**src/inc/serial_flash_defines.vh**
```
`ifndef SERIAL_FLASH_DEFINES_VH
`define SERIAL_FLASH_DEFINES_VH
// register offsets
`define OFS_READ_SEL 8'hb7
`define OFS_DATA 8'hb8
`define OFS_CTRL 8'hb9
`define OFS_STATUS 8'hba
`define OFS_DIVISOR 8'hbb
// master control fields
`define CTRL_PHA 0
`define CTRL_POL 1
`define CTRL_EMT_EN 2
`define CTRL_OVF_EN 3
`define CTRL_ACTIVE 4
`define CTRL_CS_SEL 5
`define CTRL_MASK 6
// master status fields
`define ST_BUSY 0
`define ST_EMT 2
`define ST_OVF 3
`define ST_RX_FULL 4
`define ST_RX_EMPTY 5
`define ST_TX_FULL 6
`define ST_TX_EMPTY 7
// reset values
`define CTRL_RESET 8'h00
`define READ_SEL_RESET 8'h00
`define DIV_RESET 8'h1f
// read selector fields and codes
`define SEL_A32 5
`define RD_NORMAL 4'h0
`define RD_FAST 4'h4
`define RD_FASTEST 4'h8
`define RD_DUAL_OUT 4'h2
`define RD_DUAL_IO 4'h3
`define RD_QPI_FAST 4'h6
`define RD_QUAD_OUT 4'h7
// opcodes, 24-bit and 32-bit addressing
`define OP_NORMAL_24 8'h03
`define OP_NORMAL_32 8'h13
`define OP_FAST_24 8'h0b
`define OP_FAST_32 8'h0c
`define OP_FASTEST 8'h1b
`define OP_DUAL_OUT_24 8'h3b
`define OP_DUAL_OUT_32 8'h3c
`define OP_DUAL_IO_24 8'hbb
`define OP_DUAL_IO_32 8'hbc
`define OP_QUAD_OUT_24 8'h6b
`define OP_QUAD_OUT_32 8'h6c
// dummy clock counts
`define DUMMY_NONE 5'd0
`define DUMMY_2 5'd2
`define DUMMY_4 5'd4
`define DUMMY_8 5'd8
`define DUMMY_16 5'd16
// host port strap for 4-wire serial
`define STRAP_SERIAL4 3'b101
`endif

```
**src/serial_byte_fifo.v**
```verilog
`timescale 1ns/10ps
// ****************************************
// byte fifo, overwrite-oldest when full
// ****************************************
module serial_byte_fifo #(
  parameter WIDTH = 8,
  parameter ADDR_BITS = 4
) (
  input wire clk_in,
  input wire reset_in,
  input wire clear_in,
  input wire push_in,
  input wire [WIDTH-1:0] push_data_in,
  input wire pop_in,
  output reg [WIDTH-1:0] head_out,
  output wire empty_out,
  output wire full_out
);
  localparam [ADDR_BITS:0] DEPTH = {{ADDR_BITS{1'b0}}, 1'b1} << ADDR_BITS;
  reg [WIDTH-1:0] mem [0:DEPTH-1]; // storage, no reset needed
  reg [ADDR_BITS-1:0] wp; // write pointer
  reg [ADDR_BITS-1:0] rp; // read pointer
  reg [ADDR_BITS:0] count; // entries held
  wire do_pop = pop_in && (count != {(ADDR_BITS+1){1'b0}});
  wire [ADDR_BITS-1:0] rp_n = do_pop ? rp + 1'b1 : rp;
  assign empty_out = (count == {(ADDR_BITS+1){1'b0}});
  assign full_out = (count == DEPTH);
  // storage write; a push on full lands on the oldest slot
  always @(posedge clk_in) begin
    if (push_in && !clear_in) begin
      mem[wp] <= push_data_in;
    end
  end
  // head register follows the next read slot, bypassing a same-slot write
  always @(posedge clk_in) begin
    if (push_in && (wp == rp_n)) begin
      head_out <= push_data_in;
    end else begin
      head_out <= mem[rp_n];
    end
  end
  // pointers and fill level; read pointer never moves on overflow
  always @(posedge clk_in) begin
    if (reset_in || clear_in) begin
      wp <= {ADDR_BITS{1'b0}};
      rp <= {ADDR_BITS{1'b0}};
      count <= {(ADDR_BITS+1){1'b0}};
    end else begin
      rp <= rp_n;
      if (push_in) begin
        wp <= wp + 1'b1;
      end
      if (push_in && !full_out && !do_pop) begin
        count <= count + 1'b1;
      end else if (do_pop && !push_in) begin
        count <= count - 1'b1;
      end
    end
  end
endmodule

```
**src/serial_clock_divider.v**
```verilog
`timescale 1ns/10ps
// ****************************************
// half-period tick generator
// ****************************************
module serial_clock_divider (
  input wire clk_in,
  input wire reset_in,
  input wire run_in,
  input wire [7:0] divisor_in,
  output reg tick_out
);
  reg [7:0] count; // cycles into current half period
  // one tick every divisor+1 cycles while running
  always @(posedge clk_in) begin
    if (reset_in || !run_in) begin
      count <= 8'h00;
      tick_out <= 1'b0;
    end else if (count == divisor_in) begin
      count <= 8'h00;
      tick_out <= 1'b1;
    end else begin
      count <= count + 8'h01;
      tick_out <= 1'b0;
    end
  end
endmodule

```
**src/serial_flash_spi_master.v**
```verilog
// The strobed register port is this design's own decision.
`timescale 1ns/10ps
`include "serial_flash_defines.vh"
module serial_flash_spi_master #(
  parameter FIFO_ADDR_BITS = 4
) (
  input wire clk_in,
  input wire reset_in,
  input wire [7:0] reg_addr_in,
  input wire [7:0] reg_wdata_in,
  input wire reg_write_in,
  input wire reg_read_in,
  output reg [7:0] reg_rdata_out,
  output reg irq_out,
  output reg flash_serial_clock_out,
  output reg flash_select_0_n_out,
  output reg flash_select_1_n_out,
  input wire [3:0] flash_io_in,
  output reg [3:0] flash_io_out,
  output reg [3:0] flash_io_oe_out,
  input wire [2:0] host_port_strap_in,
  input wire passthrough_pin_in,
  input wire host_sclk_in,
  input wire host_mosi_in,
  input wire host_cs_n_in,
  output reg host_miso_out,
  input wire fetch_req_in,
  input wire [31:0] fetch_addr_in,
  input wire [7:0] fetch_len_in,
  output reg [7:0] fetch_data_out,
  output reg fetch_valid_out,
  output reg fetch_busy_out
);
  // ****************************************
  // engine states
  // ****************************************
  localparam [2:0] S_IDLE = 3'd0;
  localparam [2:0] S_XFER = 3'd1;
  localparam [2:0] S_CMD = 3'd2;
  localparam [2:0] S_ADDR = 3'd3;
  localparam [2:0] S_DUMMY = 3'd4;
  localparam [2:0] S_DATA = 3'd5;

  // ****************************************
  // pin synchronisers
  // ****************************************
  reg [3:0] io_meta; // first stage, read only by io_sync
  reg [3:0] io_sync; // flash data lines
  reg [6:0] pin_meta; // first stage, read only by pin_sync
  reg [6:0] pin_sync; // strap, pass pin, host sclk, mosi, cs
  // two flops on every pin before use
  always @(posedge clk_in) begin
    if (reset_in) begin
      io_meta <= 4'h0;
      io_sync <= 4'h0;
      pin_meta <= 7'h01;
      pin_sync <= 7'h01;
    end else begin
      io_meta <= flash_io_in;
      io_sync <= io_meta;
      pin_meta <= {host_port_strap_in, passthrough_pin_in, host_sclk_in, host_mosi_in, host_cs_n_in};
      pin_sync <= pin_meta;
    end
  end
  // pass-through needs both strap and pin
  wire bypass = (pin_sync[6:4] == `STRAP_SERIAL4) && pin_sync[3];

  // ****************************************
  // registers and decode
  // ****************************************
  reg [7:0] ctrl; // master control
  reg [7:0] read_sel; // flash read mode selector
  reg [7:0] divisor; // serial clock divisor
  reg ovf_flag; // sticky transmit overflow
  reg emt_flag; // sticky transmit drained
  wire wr_data = reg_write_in && (reg_addr_in == `OFS_DATA);
  wire wr_ctrl = reg_write_in && (reg_addr_in == `OFS_CTRL);
  wire wr_status = reg_write_in && (reg_addr_in == `OFS_STATUS);
  wire rd_data = reg_read_in && (reg_addr_in == `OFS_DATA);
  wire active = ctrl[`CTRL_ACTIVE];
  // dropping select-active empties both fifos
  wire fifo_clear = wr_ctrl && !reg_wdata_in[`CTRL_ACTIVE];

  // ****************************************
  // engine registers
  // ****************************************
  reg [2:0] state; // engine state
  reg [1:0] lsh; // log2 of active lanes
  reg [5:0] cnt; // clocks left in segment
  reg phase; // next edge is trailing
  reg [31:0] sh; // outgoing shift register
  reg [7:0] rx; // incoming shift register
  reg [3:0] io_drv; // driven data lines
  reg [3:0] oe_drv; // data line enables
  reg sclk_lvl; // internal serial clock
  reg cs_act; // select asserted
  reg [31:0] f_addr; // pending fetch address
  reg [7:0] f_left; // fetch bytes left
  wire tick;
  wire [7:0] tx_head;
  wire [7:0] rx_head;
  wire tx_empty;
  wire tx_full;
  wire rx_empty;
  wire rx_full;

  // ****************************************
  // read mode table
  // ****************************************
  reg [7:0] m_op; // command opcode
  reg [1:0] m_cl; // command lanes, log2
  reg [1:0] m_al; // address lanes, log2
  reg [1:0] m_dl; // data lanes, log2
  reg [4:0] m_dummy; // dummy clocks
  wire a32 = read_sel[`SEL_A32];
  // selector decode, second opcode for 32-bit addressing except fastest and QPI fast
  always @* begin
    m_op = a32 ? `OP_NORMAL_32 : `OP_NORMAL_24;
    m_cl = 2'd0;
    m_al = 2'd0;
    m_dl = 2'd0;
    m_dummy = `DUMMY_NONE;
    case (read_sel[3:0])
      `RD_FAST: begin
        m_op = a32 ? `OP_FAST_32 : `OP_FAST_24;
        m_dummy = `DUMMY_8;
      end
      `RD_FASTEST: begin
        m_op = `OP_FASTEST;
        m_dummy = `DUMMY_16;
      end
      `RD_DUAL_OUT: begin
        m_op = a32 ? `OP_DUAL_OUT_32 : `OP_DUAL_OUT_24;
        m_dl = 2'd1;
        m_dummy = `DUMMY_8;
      end
      `RD_DUAL_IO: begin
        m_op = a32 ? `OP_DUAL_IO_32 : `OP_DUAL_IO_24;
        m_al = 2'd1;
        m_dl = 2'd1;
        m_dummy = `DUMMY_4;
      end
      `RD_QPI_FAST: begin
        m_op = `OP_FAST_24;
        m_cl = 2'd2;
        m_al = 2'd2;
        m_dl = 2'd2;
        m_dummy = `DUMMY_2;
      end
      `RD_QUAD_OUT: begin
        m_op = a32 ? `OP_QUAD_OUT_32 : `OP_QUAD_OUT_24;
        m_dl = 2'd2;
        m_dummy = `DUMMY_8;
      end
      default: begin
        m_dummy = `DUMMY_NONE;
      end
    endcase
  end

  // ****************************************
  // edge and lane helpers
  // ****************************************
  // flash reads always use mode 0; host bytes use the control mode
  wire pol = (state == S_XFER) ? ctrl[`CTRL_POL] : 1'b0;
  wire pha = (state == S_XFER) ? ctrl[`CTRL_PHA] : 1'b0;
  wire lead = tick && !phase;
  wire trail = tick && phase;
  wire sample_now = (lead && !pha) || (trail && pha);
  wire drive_now = (lead && pha) || (trail && !pha);
  wire seg_end = trail && (cnt == 6'd1);
  // wider lanes: highest bit on the highest line
  wire [7:0] rx_now = (lsh == 2'd2) ? {rx[3:0], io_sync[3:0]} :
                      (lsh == 2'd1) ? {rx[5:0], io_sync[1:0]} : {rx[6:0], io_sync[1]};
  wire [7:0] rx_cap = sample_now ? rx_now : rx;
  // start or continue host bytes while active and data waits
  wire start_gen = (state == S_IDLE) && active && !tx_empty && !bypass;
  wire next_gen = (state == S_XFER) && seg_end && active && !tx_empty && !fifo_clear;
  wire tx_pop = start_gen || next_gen;
  wire rx_push = (state == S_XFER) && seg_end;
  wire start_fetch = (state == S_IDLE) && fetch_busy_out && !active && !bypass;
  wire emt_set = (state == S_XFER) && seg_end && !next_gen;
  wire [5:0] addr_bits = a32 ? 6'd32 : 6'd24;

  // top lines for a given lane width
  function [3:0] lane_top;
    input [31:0] v;
    input [1:0] l;
    begin
      if (l == 2'd2) begin
        lane_top = v[31:28];
      end else if (l == 2'd1) begin
        lane_top = {2'b00, v[31:30]};
      end else begin
        lane_top = {3'b000, v[31]};
      end
    end
  endfunction

  // enables for a given lane width
  function [3:0] lane_mask;
    input [1:0] l;
    begin
      if (l == 2'd2) begin
        lane_mask = 4'hf;
      end else if (l == 2'd1) begin
        lane_mask = 4'h3;
      end else begin
        lane_mask = 4'h1;
      end
    end
  endfunction

  // ****************************************
  // fifos and divider
  // ****************************************
  serial_byte_fifo #(.WIDTH(8), .ADDR_BITS(FIFO_ADDR_BITS)) tx_fifo (
    .clk_in(clk_in),
    .reset_in(reset_in),
    .clear_in(fifo_clear),
    .push_in(wr_data),
    .push_data_in(reg_wdata_in),
    .pop_in(tx_pop),
    .head_out(tx_head),
    .empty_out(tx_empty),
    .full_out(tx_full)
  );
  serial_byte_fifo #(.WIDTH(8), .ADDR_BITS(FIFO_ADDR_BITS)) rx_fifo (
    .clk_in(clk_in),
    .reset_in(reset_in),
    .clear_in(fifo_clear),
    .push_in(rx_push),
    .push_data_in(rx_cap),
    .pop_in(rd_data),
    .head_out(rx_head),
    .empty_out(rx_empty),
    .full_out(rx_full)
  );
  serial_clock_divider clock_div (
    .clk_in(clk_in),
    .reset_in(reset_in),
    .run_in(state != S_IDLE),
    .divisor_in(divisor),
    .tick_out(tick)
  );

  // ****************************************
  // register file
  // ****************************************
  // software writes; flags set wins over write-one-clear
  always @(posedge clk_in) begin
    if (reset_in) begin
      ctrl <= `CTRL_RESET;
      read_sel <= `READ_SEL_RESET;
      divisor <= `DIV_RESET;
      ovf_flag <= 1'b0;
      emt_flag <= 1'b0;
    end else begin
      if (wr_ctrl) begin
        ctrl <= {1'b0, reg_wdata_in[6:0]};
      end
      if (reg_write_in && (reg_addr_in == `OFS_READ_SEL)) begin
        read_sel <= reg_wdata_in;
      end
      if (reg_write_in && (reg_addr_in == `OFS_DIVISOR)) begin
        divisor <= reg_wdata_in;
      end
      ovf_flag <= (wr_data && tx_full) || (ovf_flag && !(wr_status && reg_wdata_in[`ST_OVF]));
      emt_flag <= emt_set || (emt_flag && !(wr_status && reg_wdata_in[`ST_EMT]));
    end
  end

  // read answer one cycle after the strobe, zero otherwise
  always @(posedge clk_in) begin
    if (reset_in || !reg_read_in) begin
      reg_rdata_out <= 8'h00;
    end else if (reg_addr_in == `OFS_READ_SEL) begin
      reg_rdata_out <= read_sel;
    end else if (reg_addr_in == `OFS_DATA) begin
      reg_rdata_out <= rx_head;
    end else if (reg_addr_in == `OFS_CTRL) begin
      reg_rdata_out <= ctrl;
    end else if (reg_addr_in == `OFS_STATUS) begin
      reg_rdata_out <= {tx_empty, tx_full, rx_empty, rx_full, ovf_flag, emt_flag, 1'b0,
                        state != S_IDLE};
    end else if (reg_addr_in == `OFS_DIVISOR) begin
      reg_rdata_out <= divisor;
    end else begin
      reg_rdata_out <= 8'h00;
    end
  end

  // ****************************************
  // shift engine
  // ****************************************
  // one engine serves host bytes and flash fetches in turn
  always @(posedge clk_in) begin
    if (reset_in) begin
      state <= S_IDLE;
      lsh <= 2'd0;
      cnt <= 6'd0;
      phase <= 1'b0;
      sh <= 32'h0;
      rx <= 8'h00;
      io_drv <= 4'h0;
      oe_drv <= 4'h0;
      sclk_lvl <= 1'b0;
      cs_act <= 1'b0;
      f_addr <= 32'h0;
      f_left <= 8'h00;
      fetch_busy_out <= 1'b0;
      fetch_valid_out <= 1'b0;
      fetch_data_out <= 8'h00;
    end else begin
      fetch_valid_out <= 1'b0;
      // a new fetch is taken only when none is pending
      if (fetch_req_in && !fetch_busy_out) begin
        fetch_busy_out <= 1'b1;
        f_addr <= fetch_addr_in;
        f_left <= fetch_len_in;
      end
      if (tick) begin
        phase <= ~phase;
        sclk_lvl <= phase ? pol : ~pol;
      end
      if (sample_now) begin
        rx <= rx_now;
      end
      if (drive_now) begin
        io_drv <= lane_top(sh, lsh);
        sh <= sh << (3'd1 << lsh); // one bit per active lane
      end
      if (trail) begin
        cnt <= cnt - 6'd1;
      end
      case (state)
        S_IDLE: begin
          phase <= 1'b0;
          sclk_lvl <= ctrl[`CTRL_POL];
          cs_act <= active;
          if (start_gen) begin
            // mode with phase 0 puts the first bit out before any edge
            state <= S_XFER;
            lsh <= 2'd0;
            cnt <= 6'd8;
            oe_drv <= 4'h1;
            io_drv <= {3'b000, tx_head[7]};
            sh <= ctrl[`CTRL_PHA] ? {tx_head, 24'h0} : {tx_head[6:0], 25'h0};
          end else if (start_fetch) begin
            state <= S_CMD;
            cs_act <= 1'b1;
            lsh <= m_cl;
            cnt <= 6'd8 >> m_cl;
            oe_drv <= lane_mask(m_cl);
            io_drv <= lane_top({m_op, 24'h0}, m_cl);
            sh <= {m_op, 24'h0} << (3'd1 << m_cl);
          end
        end
        S_XFER: begin
          if (fifo_clear) begin
            state <= S_IDLE;
          end else if (next_gen) begin
            cnt <= 6'd8;
            io_drv <= ctrl[`CTRL_PHA] ? io_drv : {3'b000, tx_head[7]};
            sh <= ctrl[`CTRL_PHA] ? {tx_head, 24'h0} : {tx_head[6:0], 25'h0};
          end else if (seg_end) begin
            state <= S_IDLE;
          end
        end
        S_CMD: begin
          if (seg_end) begin
            // address follows, top byte unused for 24-bit
            state <= S_ADDR;
            lsh <= m_al;
            cnt <= addr_bits >> m_al;
            oe_drv <= lane_mask(m_al);
            io_drv <= lane_top(a32 ? f_addr : {f_addr[23:0], 8'h00}, m_al);
            sh <= (a32 ? f_addr : {f_addr[23:0], 8'h00}) << (3'd1 << m_al);
          end
        end
        S_ADDR: begin
          if (seg_end) begin
            oe_drv <= 4'h0;
            lsh <= m_dl;
            if (m_dummy != `DUMMY_NONE) begin
              state <= S_DUMMY;
              cnt <= {1'b0, m_dummy};
            end else begin
              state <= S_DATA;
              cnt <= 6'd8 >> m_dl;
            end
          end
        end
        S_DUMMY: begin
          if (seg_end) begin
            state <= S_DATA;
            cnt <= 6'd8 >> m_dl;
          end
        end
        S_DATA: begin
          if (seg_end) begin
            fetch_valid_out <= 1'b1;
            fetch_data_out <= rx_cap;
            f_left <= f_left - 8'h01;
            cnt <= 6'd8 >> m_dl;
            if (f_left == 8'h01) begin
              state <= S_IDLE;
              cs_act <= 1'b0;
              fetch_busy_out <= 1'b0;
            end
          end
        end
        default: begin
          state <= S_IDLE;
        end
      endcase
    end
  end

  // ****************************************
  // pin outputs
  // ****************************************
  // pass-through costs three cycles of pin delay; fine for slow host clocks
  always @(posedge clk_in) begin
    if (reset_in) begin
      flash_serial_clock_out <= 1'b0;
      flash_select_0_n_out <= 1'b1;
      flash_select_1_n_out <= 1'b1;
      flash_io_out <= 4'h0;
      flash_io_oe_out <= 4'h0;
      host_miso_out <= 1'b0;
      irq_out <= 1'b0;
    end else begin
      irq_out <= !ctrl[`CTRL_MASK] && ((ovf_flag && ctrl[`CTRL_OVF_EN]) ||
                 (emt_flag && ctrl[`CTRL_EMT_EN]));
      host_miso_out <= io_sync[1];
      if (bypass) begin
        flash_serial_clock_out <= pin_sync[2];
        flash_io_out <= {3'b000, pin_sync[1]};
        flash_io_oe_out <= 4'h1;
        flash_select_0_n_out <= ctrl[`CTRL_CS_SEL] | pin_sync[0];
        flash_select_1_n_out <= !ctrl[`CTRL_CS_SEL] | pin_sync[0];
      end else begin
        flash_serial_clock_out <= sclk_lvl;
        flash_io_out <= io_drv;
        flash_io_oe_out <= oe_drv;
        flash_select_0_n_out <= !(cs_act && !ctrl[`CTRL_CS_SEL]);
        flash_select_1_n_out <= !(cs_act && ctrl[`CTRL_CS_SEL]);
      end
    end
  end
endmodule

```
**config.mk**
```make
export PLATFORM = sky130hd
export DESIGN_NAME = serial_flash_spi_master
export DESIGN_NICKNAME = d
export VERILOG_FILES = /design/src/serial_byte_fifo.v /design/src/serial_clock_divider.v /design/src/serial_flash_spi_master.v
export VERILOG_INCLUDE_DIRS = /design/src /design/src/inc
export SDC_FILE = /design/constraint.sdc
export NUM_CORES = 1
export LEC_CHECK = 0
export BUFFER_PORTS_ARGS = -buffer_cell sky130_fd_sc_hd__buf_2
export CORE_ASPECT_RATIO = 0.9
export CORE_MARGIN = 4
export CORE_UTILIZATION = 53
export CTS_BUF_LIST = sky130_fd_sc_hd__clkbuf_8
export CTS_CLUSTER_DIAMETER = 50
export DETAILED_ROUTE_END_ITERATION = 6
export PLACE_DENSITY = 0.76
export SLEW_MARGIN = 10
export SYNTH_ARGS = -nofsm -noshare
export SYNTH_HDL_FRONTEND = slang
export SYNTH_SLANG_ARGS = --single-unit
```
**constraint.sdc**
```tcl
create_clock -name clk_in -period 3.7 [get_ports clk_in]
set_input_delay 0.555 -clock clk_in [delete_from_list [all_inputs] [get_ports clk_in]]
set_output_delay 0.555 -clock clk_in [all_outputs]
set_load 0.005 [all_outputs]
```
==> flow_summary.json, run 1 <==
{
  "antennaDiodeCount": 0,
  "areaGrowthSynthToFinish_pct": 12.73,
  "ios": 103,
  "postCtsSetupRepairBufs": 0,
  "initial_core_util_pct": 53.56,
  "drv_slew": 0,
  "drc_errors": 0,
  "rsz0062_at_grt": "no",
  "slowest_stage": "nor4_4",
  "syn_area_um2": 23680,
  "synth_top_cells_by_area": "edfxtp_1 (32%), dfxtp_1 (19%), mux4_2 (6.6%)",
  "fin_crit_ps": 3413,
  "gp_congestion": 0.9451,
  "hold_viol_final": 0,
  "drive_gt1_share_pct": 18.69,
  "slowest_delay_ps": 560,
  "route.detailed.wl_per_inst_um": 21.53,
  "setup_slack_ps": 286.9,
  "fin_util_pct": 60.38,
  "setup_violations": 0,
  "ys_seq_area_share_pct": 51.49,
  "cts_tree": "done",
  "ys_types": 79,
  "ir_drop_v": 0.0002766,
  "cp_num_buf_inv": 1,
  "cts_sinks": 481,
  "tns_ps": 0,
  "p_leak_nw": 9.656,
  "finalCritPeriodShare_pct": 92.25,
  "tightest_slew_ps": 1132,
  "synth_edf_count": 256,
  "ff2ff_setup_slack_ps": 290,
  "end_kind": "flip-flop",
  "clockBufferDepth": 3,
  "min_from": "host_cs_n_in",
  "status": "finished, final reports clean",
  "slew_headroom_pct": 24.27,
  "finClkSkew_ps": 39.95,
  "crit_top_cell": "nor4_4",
  "synth_top_area_share_pct": 32.47,
  "cp.arrival_ps": 3960,
  "multi_input_area_um2": 10750,
  "hpwl_mm": 44.57,
  "hold_class": "in2reg",
  "gr-total-overflow": 0,
  "ff_latch_area_um2": 12200,
  "numPortBuffers": 102,
  "cp_cell_sequence": "nor4_4, nor4_4, buf_4, or4_1, nand2_1, nand3_1, and3_1, a31oi_1, a21oi_1",
  "cp_top_family": "simple AND/OR/NAND/NOR gates",
  "dp_slack_ps": 241.4,
  "hold_end": "pin_meta[0]",
  "r2r_cells": 9,
  "die_w_um": 230.8,
  "numCtsBuffers": 80,
  "ys_ff_latch": 481,
  "worstReg2RegEnd": "rx_fifo.head_out[2]",
  "fp.dieH_um": 208.5,
  "antenna_found_initial": 0,
  "first_iter_violations": 2401,
  "required_ps": 4250,
  "detail-route-antenna-nets": 0,
  "synth_top_area_cell": "edfxtp_1",
  "cts_resized": 0,
  "async_flop_share_pct": 0,
  "grt_pass1_vias": 18170,
  "h-tree-depth": 3,
  "critPathMaxFanout": 35,
  "cap_violations": 0,
  "r2r-start": "rx_fifo.count[0]",
  "powerDensity_nw_per_um2": 449.7,
  "hold_depth": 2,
  "synth-main-ff-cell": "edfxtp_1",
  "worstSetupStartpointType": "flip-flop",
  "syn_avg_cell_area_um2": 10.58,
  "fp-row-count": 73,
  "worstSkewPairLatency_ps": 690,
  "drt-pass1-iter-count": 7,
  "finalWirelength_mm": 65.11,
  "vias": 18900,
  "cts-root-buf": "clkbuf_8",
  "clk_pin_slew_ps": 70,
  "fmax_ghz": 0.2930,
  "num-fill-cells": 3604,
  "crit_type": "reg2reg",
  "timing.hold.ws_ps": 85.58,
  "coreArea_um2": 44210,
  "vias_per_cell": 6.250,
  "yosys_warnings": 0,
  "cts_hold_buf": 0,
  "dieArea_um2": 48120,
  "grt_max_degree": 82,
  "syn_nets": 2341,
  "grt_pass1_wl_mm": 101.8,
  "nNetsFinal": 2463,
  "grt_use_total_pct": 26.48,
  "postSynthCellCount": 2237
}
[metrics by stage]
stage | std cells | area [µm²] | total power (W)
2_1_floorplan | 2237 | 23680 | 0.006844
3_3_place_gp | 2877 | 25070 | 0.007300
3_5_place_dp | 2877 | 25070 | 0.007325
4_1_cts | 3024 | 26690 | 0.01204
5_1_grt | 3024 | 26690 | 0.01245
6_report | 3024 | 26690 | 0.01200
[metal layers]
metal / GRT usage, % / wire, µm / part of all wire (%)
met2: 40.15 / 29370 / 45
met5: 0 / 0 / 0
met3: 5.778 / 6576 / 10
met4: 8.999 / 1984 / 3.0
met1: 38.03 / 27180 / 42
[report_power, final]
| group | switching, W | internal (W) | total [W] |
|---|---|---|---|
| Sequential | 0.000142 | 0.00570 | 0.00584 |
| Clock | 0.00226 | 0.00248 | 0.00475 |
| Combinational | 0.000930 | 0.000483 | 0.00141 |
[worst reg2reg max path: cells and delay by family, from the launching register on]
kind                   cells  cell delay [ps]
AND/OR/NAND/NOR            6             2370
flip-flops                 1              390
AO/OA/AOI/OAI              2              260
buffers and inverters      1              280
[flip-flops by register name, indices dropped and copies added, names as in the netlist, 32 cells and up, named ones only]
| name | cells |
|---|---|
| rx_fifo.mem | 128 |
| tx_fifo.mem | 128 |
| f_addr | 32 |
| sh | 32 |
[synthesized netlist by cell type, types with 15 or more instances]
cell / instances
a211oi_1: 22
xor2_1: 20
edfxtp_1: 256
inv_1: 34
clkbuf_1: 120
a21oi_1: 169
a22oi_1: 55
o21ai_0: 111
mux2_2: 34
dfxtp_1: 225
o211ai_1: 22
nand2b_1: 21
nor2b_1: 43
mux4_2: 69
nand2_1: 276
ha_1: 30
nor3_1: 30
mux2i_1: 108
xnor2_1: 24
nand3_1: 54
o22ai_1: 15
a32oi_1: 18
nor2_1: 210
o221ai_1: 18
a221oi_1: 21
a31oi_1: 20
buf_1: 24
[cell families after synthesis]
| group | share of synthesized area [%] |
|---|---|
| AO/OA/AOI/OAI | 14.82 |
| flip-flops | 51.49 |
| XOR/XNOR | 1.696 |
| adder cells (fa/ha/maj) | 1.754 |
| buffers and inverters | 3.165 |
| AND/OR/NAND/NOR | 14.33 |
| multiplexers | 12.75 |
[layout by cell type (no fill, tap or decap), drive strengths merged, types with 18 or more instances in the layout]
cell type and instances:
nand2 276, edfxtp 256, dfxtp 225, nor2 211
buf 198, a21oi 169, o21ai 116, mux2i 108
clkbuf 93, mux4 69, inv 67, a22oi 55
nand3 54, nor2b 43, mux2 34, nor3 30
ha 30, xnor2 24, o211ai 23, a211oi 22
nand2b 21, a221oi 21, xor2 21, a31oi 20
a32oi 18, o221ai 18
[layout make-up]
type / instances / area share, %
Timing Repair Buffer: 198 / 4.636
Sequential cell: 481 / 45.70
Clock buffer: 93 / 4.795
Multi-Input combinational cell: 1564 / 40.29
Tap cell: 600 / 2.813
Inverter: 34 / 0.4781
Clock inverter: 54 / 1.294
[how the worst max path moves through the flow]
stage | slack [ps] | endpoint | from | depth (start not counted)
after global routing | 80 | rx_fifo.head_out[2] | rx_fifo.count[0] | 9
after floorplan | 190 | tx_fifo.count[4] | reg_addr_in[1] | 14
after detailed placement | 240 | rx_fifo.head_out[0] | reg_addr_in[1] | 10
after global placement | 330 | tx_fifo.count[4] | reg_addr_in[1] | 13
after CTS | 330 | rx_fifo.head_out[2] | rx_fifo.count[0] | 9
final | 290 | rx_fifo.head_out[2] | rx_fifo.count[0] | 9
Note: power is estimated with default switching activity, not from simulation.
==> run 2, diff against run 1 <==
--- a/config.mk
+++ b/config.mk
@@ -14,6 +14,8 @@
 export CTS_CLUSTER_DIAMETER = 50
 export DETAILED_ROUTE_END_ITERATION = 6
 export PLACE_DENSITY = 0.76
+export REMOVE_ABC_BUFFERS = 1
+export SKIP_CTS_REPAIR_TIMING = 1
 export SLEW_MARGIN = 10
 export SYNTH_ARGS = -nofsm -noshare
 export SYNTH_HDL_FRONTEND = slang
==> flow_summary.json, run 2 (synthesis gave the netlist of run 1 again) <==
{
  "numPortBuffers": 102,
  "fin_crit_ps": 3389,
  "fp.dieH_um": 208.5,
  "vias": 19070,
  "seqPwrFrac_pct": 49.2,
  "slew_headroom_pct": 28.88,
  "drive_gt1_share_pct": 18.76,
  "detail-route-antenna-nets": 0,
  "grt_util_met1_pct": 37.85,
  "hpwl_mm": 45.78,
  "h-tree-depth": 3,
  "fmax_ghz": 0.2951,
  "cp_cell_sequence": "or4_1, o21ai_0, nor3_1, nor2_1, nand3b_1, fa_1, a21o_1, a21oi_1, o211ai_1, o21ai_0, xnor2_1, nor2_1",
  "finalCritPeriodShare_pct": 91.59,
  "ff_latch_area_um2": 12200,
  "powerDensity_nw_per_um2": 447.8,
  "tightest_slew_ps": 1063,
  "p_leak_nw": 9.664,
  "finalWirelength_mm": 65.81,
  "grt_pass1_wl_mm": 103.1,
  "dp_slack_ps": 162.1,
  "route.detailed.wl_per_inst_um": 21.75,
  "final_common_cell": "nand2_1",
  "areaGrowthSynthToFinish_pct": 12.87,
  "antennaDiodeCount": 0,
  "drv_slew": 0,
  "status": "finished, final reports clean",
  "final_cell_mix": "nand2_1 (276), edfxtp_1 (256), dfxtp_1 (220)",
  "p_clk_share_pct": 39.3,
  "grt_pass1_vias": 18560,
  "grt_use_met3_pct": 6.284,
  "vias_per_cell": 6.303,
  "timing.hold.ws_ps": 101.0,
  "crit_start": "tx_fifo.count[0]",
  "top_usage_layer": "met2",
  "cts-root-buf": "clkbuf_8",
  "num-fill-cells": 3588,
  "multi_input_area_um2": 10750,
  "first_iter_violations": 2593,
  "r2r-start": "tx_fifo.count[0]",
  "finalPower_w": 0.01197,
  "crit_type": "reg2reg",
  "hold_class": "in2reg",
  "coreArea_um2": 44210,
  "top_regs": "rx_fifo.mem x128, tx_fifo.mem x128",
  "swShare_pct": 27.01,
  "worstSetupStartpointType": "flip-flop",
  "initial_core_util_pct": 53.56,
  "antenna_found_initial": 1,
  "fin_util_pct": 60.45,
  "min_from": "host_sclk_in",
  "hold_viol_final": 0,
  "slowest_delay_ps": 590,
  "rsz0062_at_grt": "no",
  "clk_pin_slew_ps": 60,
  "ir_drop_v": 0.0003295,
  "end_kind": "flip-flop",
  "setup_slack_ps": 311.1,
  "gr-total-overflow": 0,
  "die_w_um": 230.8,
  "numCtsBuffers": 79,
  "cap_violations": 0,
  "grt_use_total_pct": 26.90,
  "finClkSkew_ps": 31.71,
  "nNetsFinal": 2468,
  "fp-row-count": 73,
  "cts_tree": "done",
  "use_met2_pct": 40.83,
  "power_switching_w": 0.003232,
  "cts_sinks": 481,
  "worstSkewPairLatency_ps": 660,
  "ios": 103,
  "grt_max_degree": 83,
  "gp_congestion": 0.9846,
  "drc_errors": 0,
  "tns_ps": 0,
  "dieArea_um2": 48120,
  "required_ps": 4220,
  "slowest_stage": "or4_1",
  "p_int_w": 0.008734,
  "critPathMaxFanout": 6,
  "clockBufferDepth": 3,
  "drt-pass1-iter-count": 6,
  "comb_power_share_pct": 11.5,
  "cp.arrival_ps": 3910,
  "setup_violations": 0
}
run 2: cell types whose count changed in the layout (fill, tap and decap cells not counted), sizes merged:
cell	change
clkbuf	-1
inv	-10
bufinv	+2
clkinv	+5
buf	+6
run 2: final cells by class:
class	instances	share of cell area [%]
repair buffers	204	4.846
well taps	600	2.809
multi-input cells	1564	40.24
inverters	34	0.4775
clock buffers	92	4.738
clock inverters	51	1.250
flip-flops and latches	481	45.64
run 2: final timing paths:
path	to	slack, ps	depth (start not counted)
worst max register to register	tx_fifo.count[4]	310	12
worst min-delay path	pin_meta[2]	100	2
worst max-delay path	tx_fifo.count[4]	310	12
worst min register to register	pin_sync[0]	430	1
run 2: power by group through the flow:
stage	clock network, W	logic (W)	registers, W
6_report	0.00470	0.00138	0.00589
5_1_grt	0.00504	0.00149	0.00590
4_1_cts	0.00477	0.00134	0.00588
3_5_place_dp	0	0.00133	0.00599
3_3_place_gp	0	0.00131	0.00598
2_1_floorplan	0	0.000796	0.00597
run 2: critical path, delay by kind of cell (launching register included):
family,cells,cell delay (ps)
AND/OR/NAND/NOR,5,1180
AO/OA/AOI/OAI,5,1080
adder cells (fa/ha/maj),1,490
flip-flops,1,350
XOR/XNOR,1,150
run 2: stage by stage:
stage	cells	instance area, µm²
5_1_grt	3026	26720
4_1_cts	3026	26720
3_5_place_dp	2883	25120
3_3_place_gp	2883	25120
2_1_floorplan	2079	23060
6_report	3026	26720
run 2: layer usage:
layer	routed length (µm)	up-vias
met4	2572	0
li1	-	8606
met2	29420	1136
met1	27170	9146
met3	6647	184
met5	0	-
